### config.mk
export PLATFORM = sky130hd
export DESIGN_NAME = mfc_capture_qei
export DESIGN_NICKNAME = d
export VERILOG_FILES = /design/src/mfc_pkg.sv /design/src/mfc_capture_qei.sv
export VERILOG_INCLUDE_DIRS = /design/src /design/src/src
export SDC_FILE = /design/constraint.sdc
export NUM_CORES = 1
export LEC_CHECK = 0
export ABC_AREA = 1
export BUFFER_PORTS_ARGS = -buffer_cell sky130_fd_sc_hd__buf_2
export CORE_ASPECT_RATIO = 1.5
export CORE_MARGIN = 2
export CORE_UTILIZATION = 55
export CTS_CLUSTER_SIZE = 14
export DETAILED_ROUTE_END_ITERATION = 12
export GPL_ROUTABILITY_DRIVEN = 0
export HOLD_SLACK_MARGIN = 0.02
export PLACE_DENSITY = 0.78
export SLEW_MARGIN = 20
export SYNTH_ARGS = -nofsm -noshare
export SYNTH_HDL_FRONTEND = slang
export SYNTH_SLANG_ARGS = --single-unit
export TNS_END_PERCENT = 20
### constraint.sdc
create_clock -name clk -period 6.6 [get_ports clk]
set_input_delay 1.65 -clock clk [delete_from_list [all_inputs] [get_ports clk]]
set_output_delay 1.65 -clock clk [all_outputs]
set_load 0.1 [all_outputs]
### src/mfc_defines.svh
`ifndef MFC_DEFINES_SVH
`define MFC_DEFINES_SVH
// register byte offsets
`define MFC_ADR_CTRL_A    8'h00
`define MFC_ADR_CTRL_B    8'h04
`define MFC_ADR_STATUS    8'h08
`define MFC_ADR_TMR_MODE  8'h0C
`define MFC_ADR_TMR_CTRL  8'h10
`define MFC_ADR_TIMER     8'h14
`define MFC_ADR_RELOAD    8'h18
`define MFC_ADR_IRQ_EN    8'h1C
`define MFC_ADR_CAP0      8'h20
`define MFC_ADR_CAP1      8'h24
`define MFC_ADR_CAP2      8'h28
`define MFC_ADR_QEI_CTRL  8'h2C
// field positions
`define MFC_TM_RELOAD_EN  0
`define MFC_TM_CLR_ON_CAP 3
`define MFC_TC_CMP_SEL    0
`define MFC_TC_RUN        1
`define MFC_IE_CAPTURE    0
`define MFC_IE_TIMER      1
`define MFC_QC_ENABLE     0
`define MFC_QC_IDX_DIS    1
`define MFC_QC_MODE_LO    2
`define MFC_ST_TMR_FLAG   3
`define MFC_ST_DIR        4
`define MFC_CB_FILTER_LO  3
`define MFC_CA_RLD_SRC_LO 6
// reset values and limits
`define MFC_RST_ZERO16    16'h0000
`define MFC_CNT_MAX       16'hFFFF
`define MFC_FILTER_LEN    4
`endif

### src/mfc_pkg.sv
package mfc_pkg;
	// edge choice for a capture channel
	typedef enum logic [1:0] {
		MFC_EDGE_RISE = 2'h0,
		MFC_EDGE_FALL = 2'h1,
		MFC_EDGE_BOTH = 2'h2,
		MFC_EDGE_ALT  = 2'h3
	} mfc_edge_t;
	// per-channel configuration
	typedef struct packed {
		logic      filterOn;
		logic      enable;
		mfc_edge_t trig;
	} mfc_chan_cfg_t;
	// timer configuration
	typedef struct packed {
		logic cmpSel;
		logic run;
		logic reloadEn;
		logic clrOnCap;
	} mfc_tmr_cfg_t;
endpackage : mfc_pkg

### src/mfc_capture_qei.sv
`include "mfc_defines.svh"
`timescale 1ns/100ps
`default_nettype none
module mfc_capture_qei
	import mfc_pkg::*;
#(
	parameter int FILTER_LEN = `MFC_FILTER_LEN
)(
	// clock and reset
	input  wire logic        clk,
	input  wire logic        rst_n,
	// wishbone slave
	input  wire logic        wb_cyc_i,
	input  wire logic        wb_stb_i,
	input  wire logic        wb_we_i,
	input  wire logic [7:0]  wb_adr_i,
	input  wire logic [3:0]  wb_sel_i,
	input  wire logic [31:0] wb_dat_i,
	output var  logic [31:0] wb_dat_o,
	output var  logic        wb_ack_o,
	// capture and encoder pins
	input  wire logic [2:0]  capturePin,
	// interrupt requests
	output var  logic        captureIrq,
	output var  logic        timerIrq
);
	if (FILTER_LEN < 3)
	begin : gBadLen
		$error("FILTER_LEN must be at least 3");
	end

	logic          ackFf, tmrFlagFf, dirFf, wrEn, encoder_if_enable, idxDis;
	logic          x2Mode, cmpCount, aEdge, bEdge, qEv, qUp, qWrap;
	logic          capClr, rlCap, tmrWrap, tmrFlagSet;
	logic [31:0]   rdFf, wdat, selMask;
	logic [7:0]    ctrlAFf;
	logic [5:0]    ctrlBFf;
	logic [3:0]    tmodFf, qctrlFf;
	logic [1:0]    tctrlFf, irqEnFf;
	logic [15:0]   timerFf, rcapFf, cap0Ff, cap1Ff, cap2Ff, cntFf;
	logic [15:0]   latchFf, maxFf, reloadVal, nxt_timer, nxt_cnt;
	logic [2:0]    capFlagFf, sync1Ff, sync2Ff, lvlFf, prevFf, nxtLvl;
	logic [2:0]    rise, fall, trig, capEvt, flagSet, flagClr;
	mfc_chan_cfg_t cfg [3];
	mfc_tmr_cfg_t  tcfg;

	// bus handshake: ack one cycle after request, write at ack edge
	assign wrEn     = wb_cyc_i && wb_stb_i && wb_we_i && ackFf;
	assign wb_ack_o = ackFf;
	assign wb_dat_o = rdFf;
	assign selMask  = {{8{wb_sel_i[3]}}, {8{wb_sel_i[2]}},
		{8{wb_sel_i[1]}}, {8{wb_sel_i[0]}}};
	assign wdat     = wb_dat_i & selMask;      // unselected lanes write 0, except in TIMER, which keeps them

	always_ff @(posedge clk)
	begin
		if (!rst_n)
			ackFf <= 1'b0;
		else
			ackFf <= wb_cyc_i && wb_stb_i && !ackFf;
	end

	// configuration decode
	assign encoder_if_enable    = qctrlFf[`MFC_QC_ENABLE];
	assign idxDis   = qctrlFf[`MFC_QC_IDX_DIS];
	assign x2Mode   = qctrlFf[`MFC_QC_MODE_LO];
	assign cmpCount = qctrlFf[`MFC_QC_MODE_LO+1];
	assign tcfg     = '{cmpSel:   tctrlFf[`MFC_TC_CMP_SEL],
		run:      tctrlFf[`MFC_TC_RUN],
		reloadEn: tmodFf[`MFC_TM_RELOAD_EN],
		clrOnCap: tmodFf[`MFC_TM_CLR_ON_CAP]};

	// control registers, zero at reset so capture mode is default
	always_ff @(posedge clk)
	begin
		if (!rst_n)
		begin
			ctrlAFf <= 8'h00;
			ctrlBFf <= 6'h00;
			tmodFf  <= 4'h0;
			tctrlFf <= 2'h0;
			irqEnFf <= 2'h0;
			qctrlFf <= 4'h0;
			rcapFf  <= `MFC_RST_ZERO16;
			maxFf   <= `MFC_RST_ZERO16;
		end
		else if (wrEn)
		begin
			case (wb_adr_i)
				`MFC_ADR_CTRL_A:   ctrlAFf <= wdat[7:0];
				`MFC_ADR_CTRL_B:   ctrlBFf <= wdat[5:0];
				`MFC_ADR_TMR_MODE: tmodFf  <= wdat[3:0];
				`MFC_ADR_TMR_CTRL: tctrlFf <= wdat[1:0];
				`MFC_ADR_IRQ_EN:   irqEnFf <= wdat[1:0];
				`MFC_ADR_QEI_CTRL: qctrlFf <= wdat[3:0];
				`MFC_ADR_RELOAD:   rcapFf  <= wdat[15:0];
				`MFC_ADR_CAP2:
					if (encoder_if_enable)
						maxFf <= wdat[15:0];
				default: ;
			endcase
		end
	end

	// read mux, captured with the request, shown with ack
	always_ff @(posedge clk)
	begin
		if (!rst_n)
			rdFf <= 32'h0000_0000;
		else if (wb_cyc_i && wb_stb_i && !ackFf)
		begin
			case (wb_adr_i)
				`MFC_ADR_CTRL_A:   rdFf <= {24'h0, ctrlAFf};
				`MFC_ADR_CTRL_B:   rdFf <= {26'h0, ctrlBFf};
				`MFC_ADR_STATUS:
					rdFf <= {27'h0, dirFf, tmrFlagFf, capFlagFf};
				`MFC_ADR_TMR_MODE: rdFf <= {28'h0, tmodFf};
				`MFC_ADR_TMR_CTRL: rdFf <= {30'h0, tctrlFf};
				`MFC_ADR_TIMER:    rdFf <= {16'h0, timerFf};
				`MFC_ADR_RELOAD:   rdFf <= {16'h0, rcapFf};
				`MFC_ADR_IRQ_EN:   rdFf <= {30'h0, irqEnFf};
				`MFC_ADR_QEI_CTRL: rdFf <= {28'h0, qctrlFf};
				// encoder mode remaps the capture words
				`MFC_ADR_CAP0:
					rdFf <= {16'h0, encoder_if_enable ? latchFf : cap0Ff};
				`MFC_ADR_CAP1:
					rdFf <= {16'h0, encoder_if_enable ? cntFf : cap1Ff};
				`MFC_ADR_CAP2:
					rdFf <= {16'h0, encoder_if_enable ? maxFf : cap2Ff};
				default:           rdFf <= 32'h0000_0000;
			endcase
		end
	end

	// two-stage synchroniser on every pin
	always_ff @(posedge clk)
	begin
		if (!rst_n)
		begin
			sync1Ff <= 3'h0;
			sync2Ff <= 3'h0;
		end
		else
		begin
			sync1Ff <= capturePin;
			sync2Ff <= sync1Ff;
		end
	end

	// per-channel noise filter and edge select
	for (genvar g = 0; g < 3; g++)
	begin : gChan
		logic [FILTER_LEN-2:0] histFf;
		logic [FILTER_LEN-1:0] win;
		assign cfg[g] = '{filterOn: ctrlBFf[`MFC_CB_FILTER_LO+g],
			enable: ctrlBFf[g],
			trig: mfc_edge_t'(ctrlAFf[2*g +: 2])};
		assign win = {histFf, sync2Ff[g]};
		always_ff @(posedge clk)
		begin
			if (!rst_n)
				histFf <= '0;
			else
				histFf <= win[FILTER_LEN-2:0];
		end
		// with the filter on, level moves only when the whole window agrees; with it off, level follows the synchroniser
		assign nxtLvl[g] = !cfg[g].filterOn ? sync2Ff[g] :
			(&win) ? 1'b1 : (~|win) ? 1'b0 : lvlFf[g];
		assign rise[g] = lvlFf[g] && !prevFf[g];
		assign fall[g] = !lvlFf[g] && prevFf[g];
		assign trig[g] = (cfg[g].trig == MFC_EDGE_RISE) ? rise[g] :
			(cfg[g].trig == MFC_EDGE_FALL) ? fall[g] :
			(rise[g] || fall[g]);
	end

	always_ff @(posedge clk)
	begin
		if (!rst_n)
		begin
			lvlFf  <= 3'h0;
			prevFf <= 3'h0;
		end
		else
		begin
			lvlFf  <= nxtLvl;
			prevFf <= lvlFf;
		end
	end

	// capture events; pins 0/1 belong to the encoder when enabled
	assign capEvt[0] = trig[0] && cfg[0].enable && !encoder_if_enable;
	assign capEvt[1] = trig[1] && cfg[1].enable && !encoder_if_enable;
	assign capEvt[2] = trig[2] && cfg[2].enable &&
		(!encoder_if_enable || !idxDis);

	// capture registers take the shared timer
	always_ff @(posedge clk)
	begin
		if (!rst_n)
		begin
			cap0Ff <= `MFC_RST_ZERO16;
			cap1Ff <= `MFC_RST_ZERO16;
			cap2Ff <= `MFC_RST_ZERO16;
		end
		else
		begin
			if (capEvt[0])
				cap0Ff <= timerFf;
			if (capEvt[1])
				cap1Ff <= timerFf;
			if (capEvt[2] && !encoder_if_enable)
				cap2Ff <= timerFf;
		end
	end

	// shared timer: clear-on-capture, pin reload, compare, overflow
	assign capClr    = (|capEvt[1:0] || (capEvt[2] && !encoder_if_enable)) &&
		tcfg.clrOnCap;
	assign rlCap     = (ctrlAFf[`MFC_CA_RLD_SRC_LO +: 2] != 2'h0) &&
		capEvt[ctrlAFf[`MFC_CA_RLD_SRC_LO +: 2] - 2'h1] && !encoder_if_enable;
	assign reloadVal = (tcfg.reloadEn && !tcfg.clrOnCap) ?
		rcapFf : `MFC_RST_ZERO16;
	assign tmrWrap   = tcfg.cmpSel ? (timerFf == rcapFf) :
		(timerFf == `MFC_CNT_MAX);
	assign tmrFlagSet = tcfg.run && tmrWrap && !capClr && !rlCap;

	always_comb
	begin
		nxt_timer = timerFf;
		if (capClr)
			nxt_timer = `MFC_RST_ZERO16;
		else if (rlCap)
			nxt_timer = reloadVal;
		else if (wrEn && wb_adr_i == `MFC_ADR_TIMER)
			nxt_timer = (timerFf & ~selMask[15:0]) | wdat[15:0];
		else if (tcfg.run && tmrWrap)
			nxt_timer = tcfg.cmpSel ? `MFC_RST_ZERO16 : reloadVal;
		else if (tcfg.run)
			nxt_timer = timerFf + 16'h0001;
	end

	always_ff @(posedge clk)
	begin
		if (!rst_n)
			timerFf <= `MFC_RST_ZERO16;
		else
			timerFf <= nxt_timer;
	end

	// quadrature decode: edge, direction and count pulse
	assign aEdge = lvlFf[0] ^ prevFf[0];
	assign bEdge = lvlFf[1] ^ prevFf[1];
	assign qEv   = encoder_if_enable && aEdge != bEdge && (!x2Mode || aEdge);
	assign qUp   = aEdge ? (lvlFf[0] ^ lvlFf[1]) :
		!(lvlFf[0] ^ lvlFf[1]);
	assign qWrap = qUp ? (cntFf == (cmpCount ? maxFf : `MFC_CNT_MAX)) :
		(cntFf == `MFC_RST_ZERO16);

	always_comb
	begin
		nxt_cnt = cntFf;
		if (wrEn && encoder_if_enable && wb_adr_i == `MFC_ADR_CAP1)
			nxt_cnt = wdat[15:0];
		else if (qEv && qUp)
			nxt_cnt = qWrap ? `MFC_RST_ZERO16 : cntFf + 16'h0001;
		else if (qEv)
			nxt_cnt = !qWrap ? cntFf - 16'h0001 :
				(cmpCount ? maxFf : `MFC_CNT_MAX);
	end

	// counter, latched copy (frozen while it is being read) and direction
	always_ff @(posedge clk)
	begin
		if (!rst_n)
		begin
			cntFf   <= `MFC_RST_ZERO16;
			latchFf <= `MFC_RST_ZERO16;
			dirFf   <= 1'b0;
		end
		else
		begin
			cntFf <= nxt_cnt;
			if (!(wb_cyc_i && wb_stb_i && wb_adr_i == `MFC_ADR_CAP0))
				latchFf <= cntFf;
			if (qEv)
				dirFf <= qUp;
		end
	end

	// sticky flags: set wins over a write-one clear
	assign flagSet[0] = capEvt[0] || (qEv && qWrap);
	assign flagSet[1] = capEvt[1] || (qEv && qUp != dirFf);
	assign flagSet[2] = capEvt[2];
	assign flagClr    = (wrEn && wb_adr_i == `MFC_ADR_STATUS) ?
		wdat[2:0] : 3'h0;

	always_ff @(posedge clk)
	begin
		if (!rst_n)
		begin
			capFlagFf <= 3'h0;
			tmrFlagFf <= 1'b0;
		end
		else
		begin
			capFlagFf <= (capFlagFf & ~flagClr) | flagSet;
			tmrFlagFf <= (tmrFlagFf && !(flagClr != 3'h0 ? 1'b0 :
				wrEn && wb_adr_i == `MFC_ADR_STATUS &&
				wdat[`MFC_ST_TMR_FLAG])) || tmrFlagSet;
		end
	end

	// interrupt requests
	always_ff @(posedge clk)
	begin
		if (!rst_n)
		begin
			captureIrq <= 1'b0;
			timerIrq   <= 1'b0;
		end
		else
		begin
			captureIrq <= irqEnFf[`MFC_IE_CAPTURE] && |capFlagFf;
			timerIrq   <= irqEnFf[`MFC_IE_TIMER] && tmrFlagFf;
		end
	end
endmodule : mfc_capture_qei
`default_nettype wire

After elaboration in Yosys (flattened, before gate mapping). Index checks and enable logic that the tools add are counted. Widths: inputs -> output; s select.

Register bits: 215. Input bits: 52. Output and inout port bits: 35. Word-level logic and storage cells: 194.

Bitwise logic cells: 11. Order comparisons: 1. Reductions and logical operators: 88. Add/sub/neg operators: 4. Equal/unequal tests: 22. Multiplexer cells: 38.

Operators by type and width (number): $mux 16 (15); $pmux 16 s12 (1); $logic_and 1x1->1 (38); $add 16x1->16 const B (2); $and 16x16->16 (2); $eq 16x16->1 (2); $eq 8x5->1 const B (4); $eq 8x6->1 const B (4); $mux 1 (20); $eq 16x16->1 const B (1); $eq 8x4->1 const B (2); $logic_not 16->1 (1); $not 16->16 (1); $or 16x16->16 (1); $sub 16x1->16 const B (1); $logic_not 1->1 (15); $reduce_and 2->1 (7); $reduce_and 4->1 (3); $reduce_or 4->1 (3); $logic_or 1x1->1 (9); $ne 3x3->1 const B (3); $eq 8x3->1 const B (1); $logic_not 8->1 (1); $eq 2x1->1 const B (3); 17 further kinds (24).

Longest topological paths before layout.
Depth in word-level cells: 14. Gate-level depth with buffers: 16.

Worst setup path before layout. OpenSTA, ideal clock, no wires.

Path kind: input port to flip-flop. Start: input port wb_adr_i[1]. End: register with a tool-made name. Path slack: 3.494 ns. Data required time: 6.535 ns. Library setup time: 0.065 ns. Buffers on the path: 1. Stages: 12. Data arrival time: 3.041 ns. Path through: nor2_2 -> nand3_2 -> inv_2 -> nand2_4 -> clkinv_2 -> nand2_1 -> buf_6 -> o21ai_4 -> nand2_2 -> o21ai_0 -> a21oi_1 -> nor2_1.

RTL lines: from (decl) (RTL line mfc_capture_qei.sv:16) `input wire logic [7:0] wb_adr_i,`.

Final worst setup path.
Start: input port wb_adr_i[7]. End: register cntFf[5].

Cells in the longest elaborated chain, start to end: 3. Elaborated cells between the ends (all ways): 4. Classes of those cells: eq/ne (1); mux (1); reduce/logical (2).

Ends and longest elaborated chain: $eq 8x6->1 (*); $logic_and 1x1->1 (no source line) (*); $reduce_bool 3->1 (no source line) / $mux 16 (equally long branches); to (signal assigned) (RTL line mfc_capture_qei.sv:276) `` cntFf <= `MFC_RST_ZERO16; ``; to (signal assigned) (RTL line mfc_capture_qei.sv:282) `cntFf <= nxt_cnt;`; to (decl) (RTL line mfc_capture_qei.sv:40) `logic [15:0] timerFf, rcapFf, cap0Ff, cap1Ff, cap2Ff, cntFf;`.

Mark *: on every way between the ends. The rest lies on a longest branch, timed or not. A chain may end at the register's enable or synchronous reset.

==> results_dict.tcl <==
set metrics [dict create \
    status "finished clean" \
    vias 11900 \
    crit_fanout 19 \
    leakagePower_nw 5.00 \
    synth_top_cell_by_area "dfxtp_1" \
    ff2ff_path_depth 12 \
    tightest_slew_ns 1.06 \
    worstPathArrival_ns 4.19 \
    hpwl_um 25900 \
    first_global_vias 11000 \
    clock_latency_ns 0.45 \
    hp-class "flip-flop to flip-flop" \
    num_rows 64 \
    synth_top_area_frac 0.352 \
    start_util 0.558 \
    drc_errors 0 \
    rsz0062_at_grt "false" \
    cts_sinks 199 \
    instances_no_fill 2010 \
    synth_cell_types 48 \
    die-area_um2 21800 \
    clock_path_buffers 2 \
    crit_type "input pin to flip-flop" \
    final_max_slew_viol_count 0 \
    setup_viol 0 \
    async_flop_share 0 \
    drive_gt1_frac 0.0893 \
    max-slew-margin-rel 0.295 \
    wl_per_cell_um 17.6 \
    synthesis.area_um2 11300 \
    grtUsageTotal 0.327 \
    synthTopCellsByArea "dfxtp_1, nand2_1, a21oi_1, o21ai_0, inv_1" \
    fin_crit_sh 0.577 \
    worstHoldStart "sync1Ff[1]" \
    finalCriticalPeriod_ns 3.81 \
    design_area_um2 12100 \
    post_cts_buffers 0 \
    area_growth_pct 7.33 \
    synth_edf_count 0 \
    wirelength_um 35400 \
    holdWs_ns 0.419 \
    ctsHoldBuffers 0 \
    cts_resized 0 \
    synth-seq-cells 199 \
    fmax_mhz 263 \
    grt_pass1_wl_um 56400 \
    fillers 1911 \
    fin_setup_tns_ns 0 \
    final_util 0.599 \
    firstDrtPassIters 5 \
    ys_warn_count 0 \
    cts_root_buffer "clkbuf_16" \
    ant_nets 0 \
    worstHoldEndpoint "sync2Ff[1]" \
    holdPathStages 2 \
    die_x_um 121 \
    path_clk_slew_ns 0.08 \
    num_antenna_cells 0 \
    critPathCaptureType "flip-flop" \
    syn_inst 1737 \
    ys_seq_area_frac 0.352 \
    synthFlopType "dfxtp_1" \
    ir_drop_uv 189 \
    start_kind "input pin" \
    cp.required_ns 6.98 \
    htree_levels 4 \
    rrSetupSlack_ns 3.04 \
    via_per_inst 5.93 \
    dp.cells 1978 \
    hold_viol_final 0 \
    cts_made_buffers 17 \
    fin_nets 1796 \
    port_buffers 52 \
    die_h_um 180 \
    power.density_nw_per_um2 195 \
    reg2reg_from "qctrlFf[0]" \
    drv_cap 0 \
    dpl_cell_area_um2 11600 \
    fin_worst_skew_ns 0.00950 \
    grt_max_degree 91 \
    cts_tree "built" \
    synth.avg_cell_area_um2 6.51 \
    pin_count 87 \
    core-area_um2 20300 \
    antenna_found_initial 0 \
    drt_iter0_drc 1238 \
    grt_overflow 0 \
]
[cells by family (layout without fill, tap and decap cells)]
kind of cell	count (synthesis)	count (layout)	synth area share
other cells	1	16	0.000331
simple gates	687	687	0.260
buf+inv	324	318	0.118
flops	199	199	0.352
compound gates	486	486	0.235
fa+ha+maj	11	11	0.0122
xor+xnor	29	29	0.0225
[cells in the mapped netlist, types with 11 or more instances]
cell / n
nor3_1: 16
buf_4: 21
nor2_1: 101
xor2_1: 29
inv_1: 187
dfxtp_1: 199
nand2_1: 401
buf_2: 20
o21ai_0: 195
o211ai_1: 17
o221ai_1: 11
ha_1: 11
nand3_1: 122
o21ai_1: 14
inv_2: 27
a21oi_1: 197
o22ai_1: 16
clkbuf_1: 60
nand4_1: 15
[cell type report]
| cell class | instances | area [um2] | area share |
|---|---|---|---|
| clock inverters | 13 | 118 | 0.00969 |
| inverters | 220 | 827 | 0.0681 |
| multi-input cells | 1229 | 6060 | 0.499 |
| clock buffers | 19 | 453 | 0.0373 |
| well taps | 264 | 330 | 0.0272 |
| flip-flops and latches | 199 | 3980 | 0.328 |
| repair buffers | 66 | 368 | 0.0303 |
[placed cells by master, fill, tap and decap left out, types with 3 or more instances in the layout]
cell type	n
o21ai_2	7
a221oi_1	9
conb_1	16
inv_1	187
nand2_4	3
o22ai_1	16
nor2_1	100
o211ai_1	17
inv_6	3
nand2_2	3
a22o_1	3
nand3_1	122
buf_2	51
xor2_1	29
nor2_4	3
nand3_2	4
clkbuf_16	17
clkinv_2	6
o21ai_1	14
nand3b_1	4
a31oi_1	7
o21ai_0	195
nand2_1	401
dfxtp_1	199
clkinv_1	5
a21oi_1	197
o221ai_1	11
nor4_1	4
nor3_1	16
buf_4	15
nor2_2	3
o2bb2ai_1	3
ha_1	11
nand4_1	15
inv_2	27
[worst max-delay path: stages]
cell and delay [ns]:
buf_2 0.10, nor2_1 0.09, nand3_1 0.18, nor2_4 0.52, nand2_1 0.55, nand2_1 0.66, o221ai_1 0.24, a31oi_1 0.18
[registers in the layout (all words and copies together), names as in the netlist, 4 cells and up, named ones only]
name          count
cap1Ff           16
ctrlBFf           6
wb_dat_o         16
cap2Ff           16
qctrlFf           4
maxFf            16
cntFf            16
cap0Ff           16
tmodFf            4
gChan.histFf      9
ctrlAFf           8
latchFf          16
rcapFf           16
[report_power, final]
group / leakage, nW / internal (mW) / switching, mW
Sequential: 1.60 / 1.20 / 0.00232
Combinational: 3.11 / 0.0223 / 0.111
Clock: 0.286 / 0.544 / 0.485
Total: 5.00 / 1.77 / 0.598
[how the worst max path moves through the flow]
stage	startpoint	to	slack (ns)	cells past startpoint
6_report	wb_adr_i[7]	cntFf[5]	2.79	8
5_1_grt	wb_adr_i[7]	cntFf[7]	2.59	8
4_1_cts	wb_adr_i[7]	cntFf[7]	2.90	8
3_5_place_dp	wb_adr_i[7]	cntFf[7]	2.42	8
3_3_place_gp	wb_adr_i[7]	cntFf[5]	2.48	8
2_1_floorplan	wb_adr_i[1]	flip-flop	3.49	12
[metal layers]
layer | vias to the layer above | global-route usage | wire (um)
li1 | 5701 | - | -
met1 | 5411 | 0.408 | 13900
met2 | 648 | 0.532 | 16600
met3 | 162 | 0.0451 | 2780
met4 | 0 | 0.196 | 2190
met5 | - | 0 | 0
[metrics by stage]
stage / setup slack (ns) / power, mW
CTS: 2.90 / 2.37
floorplan: 3.49 / 1.34
global placement: 2.48 / 1.36
finish: 2.79 / 2.37
global route: 2.59 / 2.42
detailed placement: 2.42 / 1.36
Power figures use the tool's default switching activity.
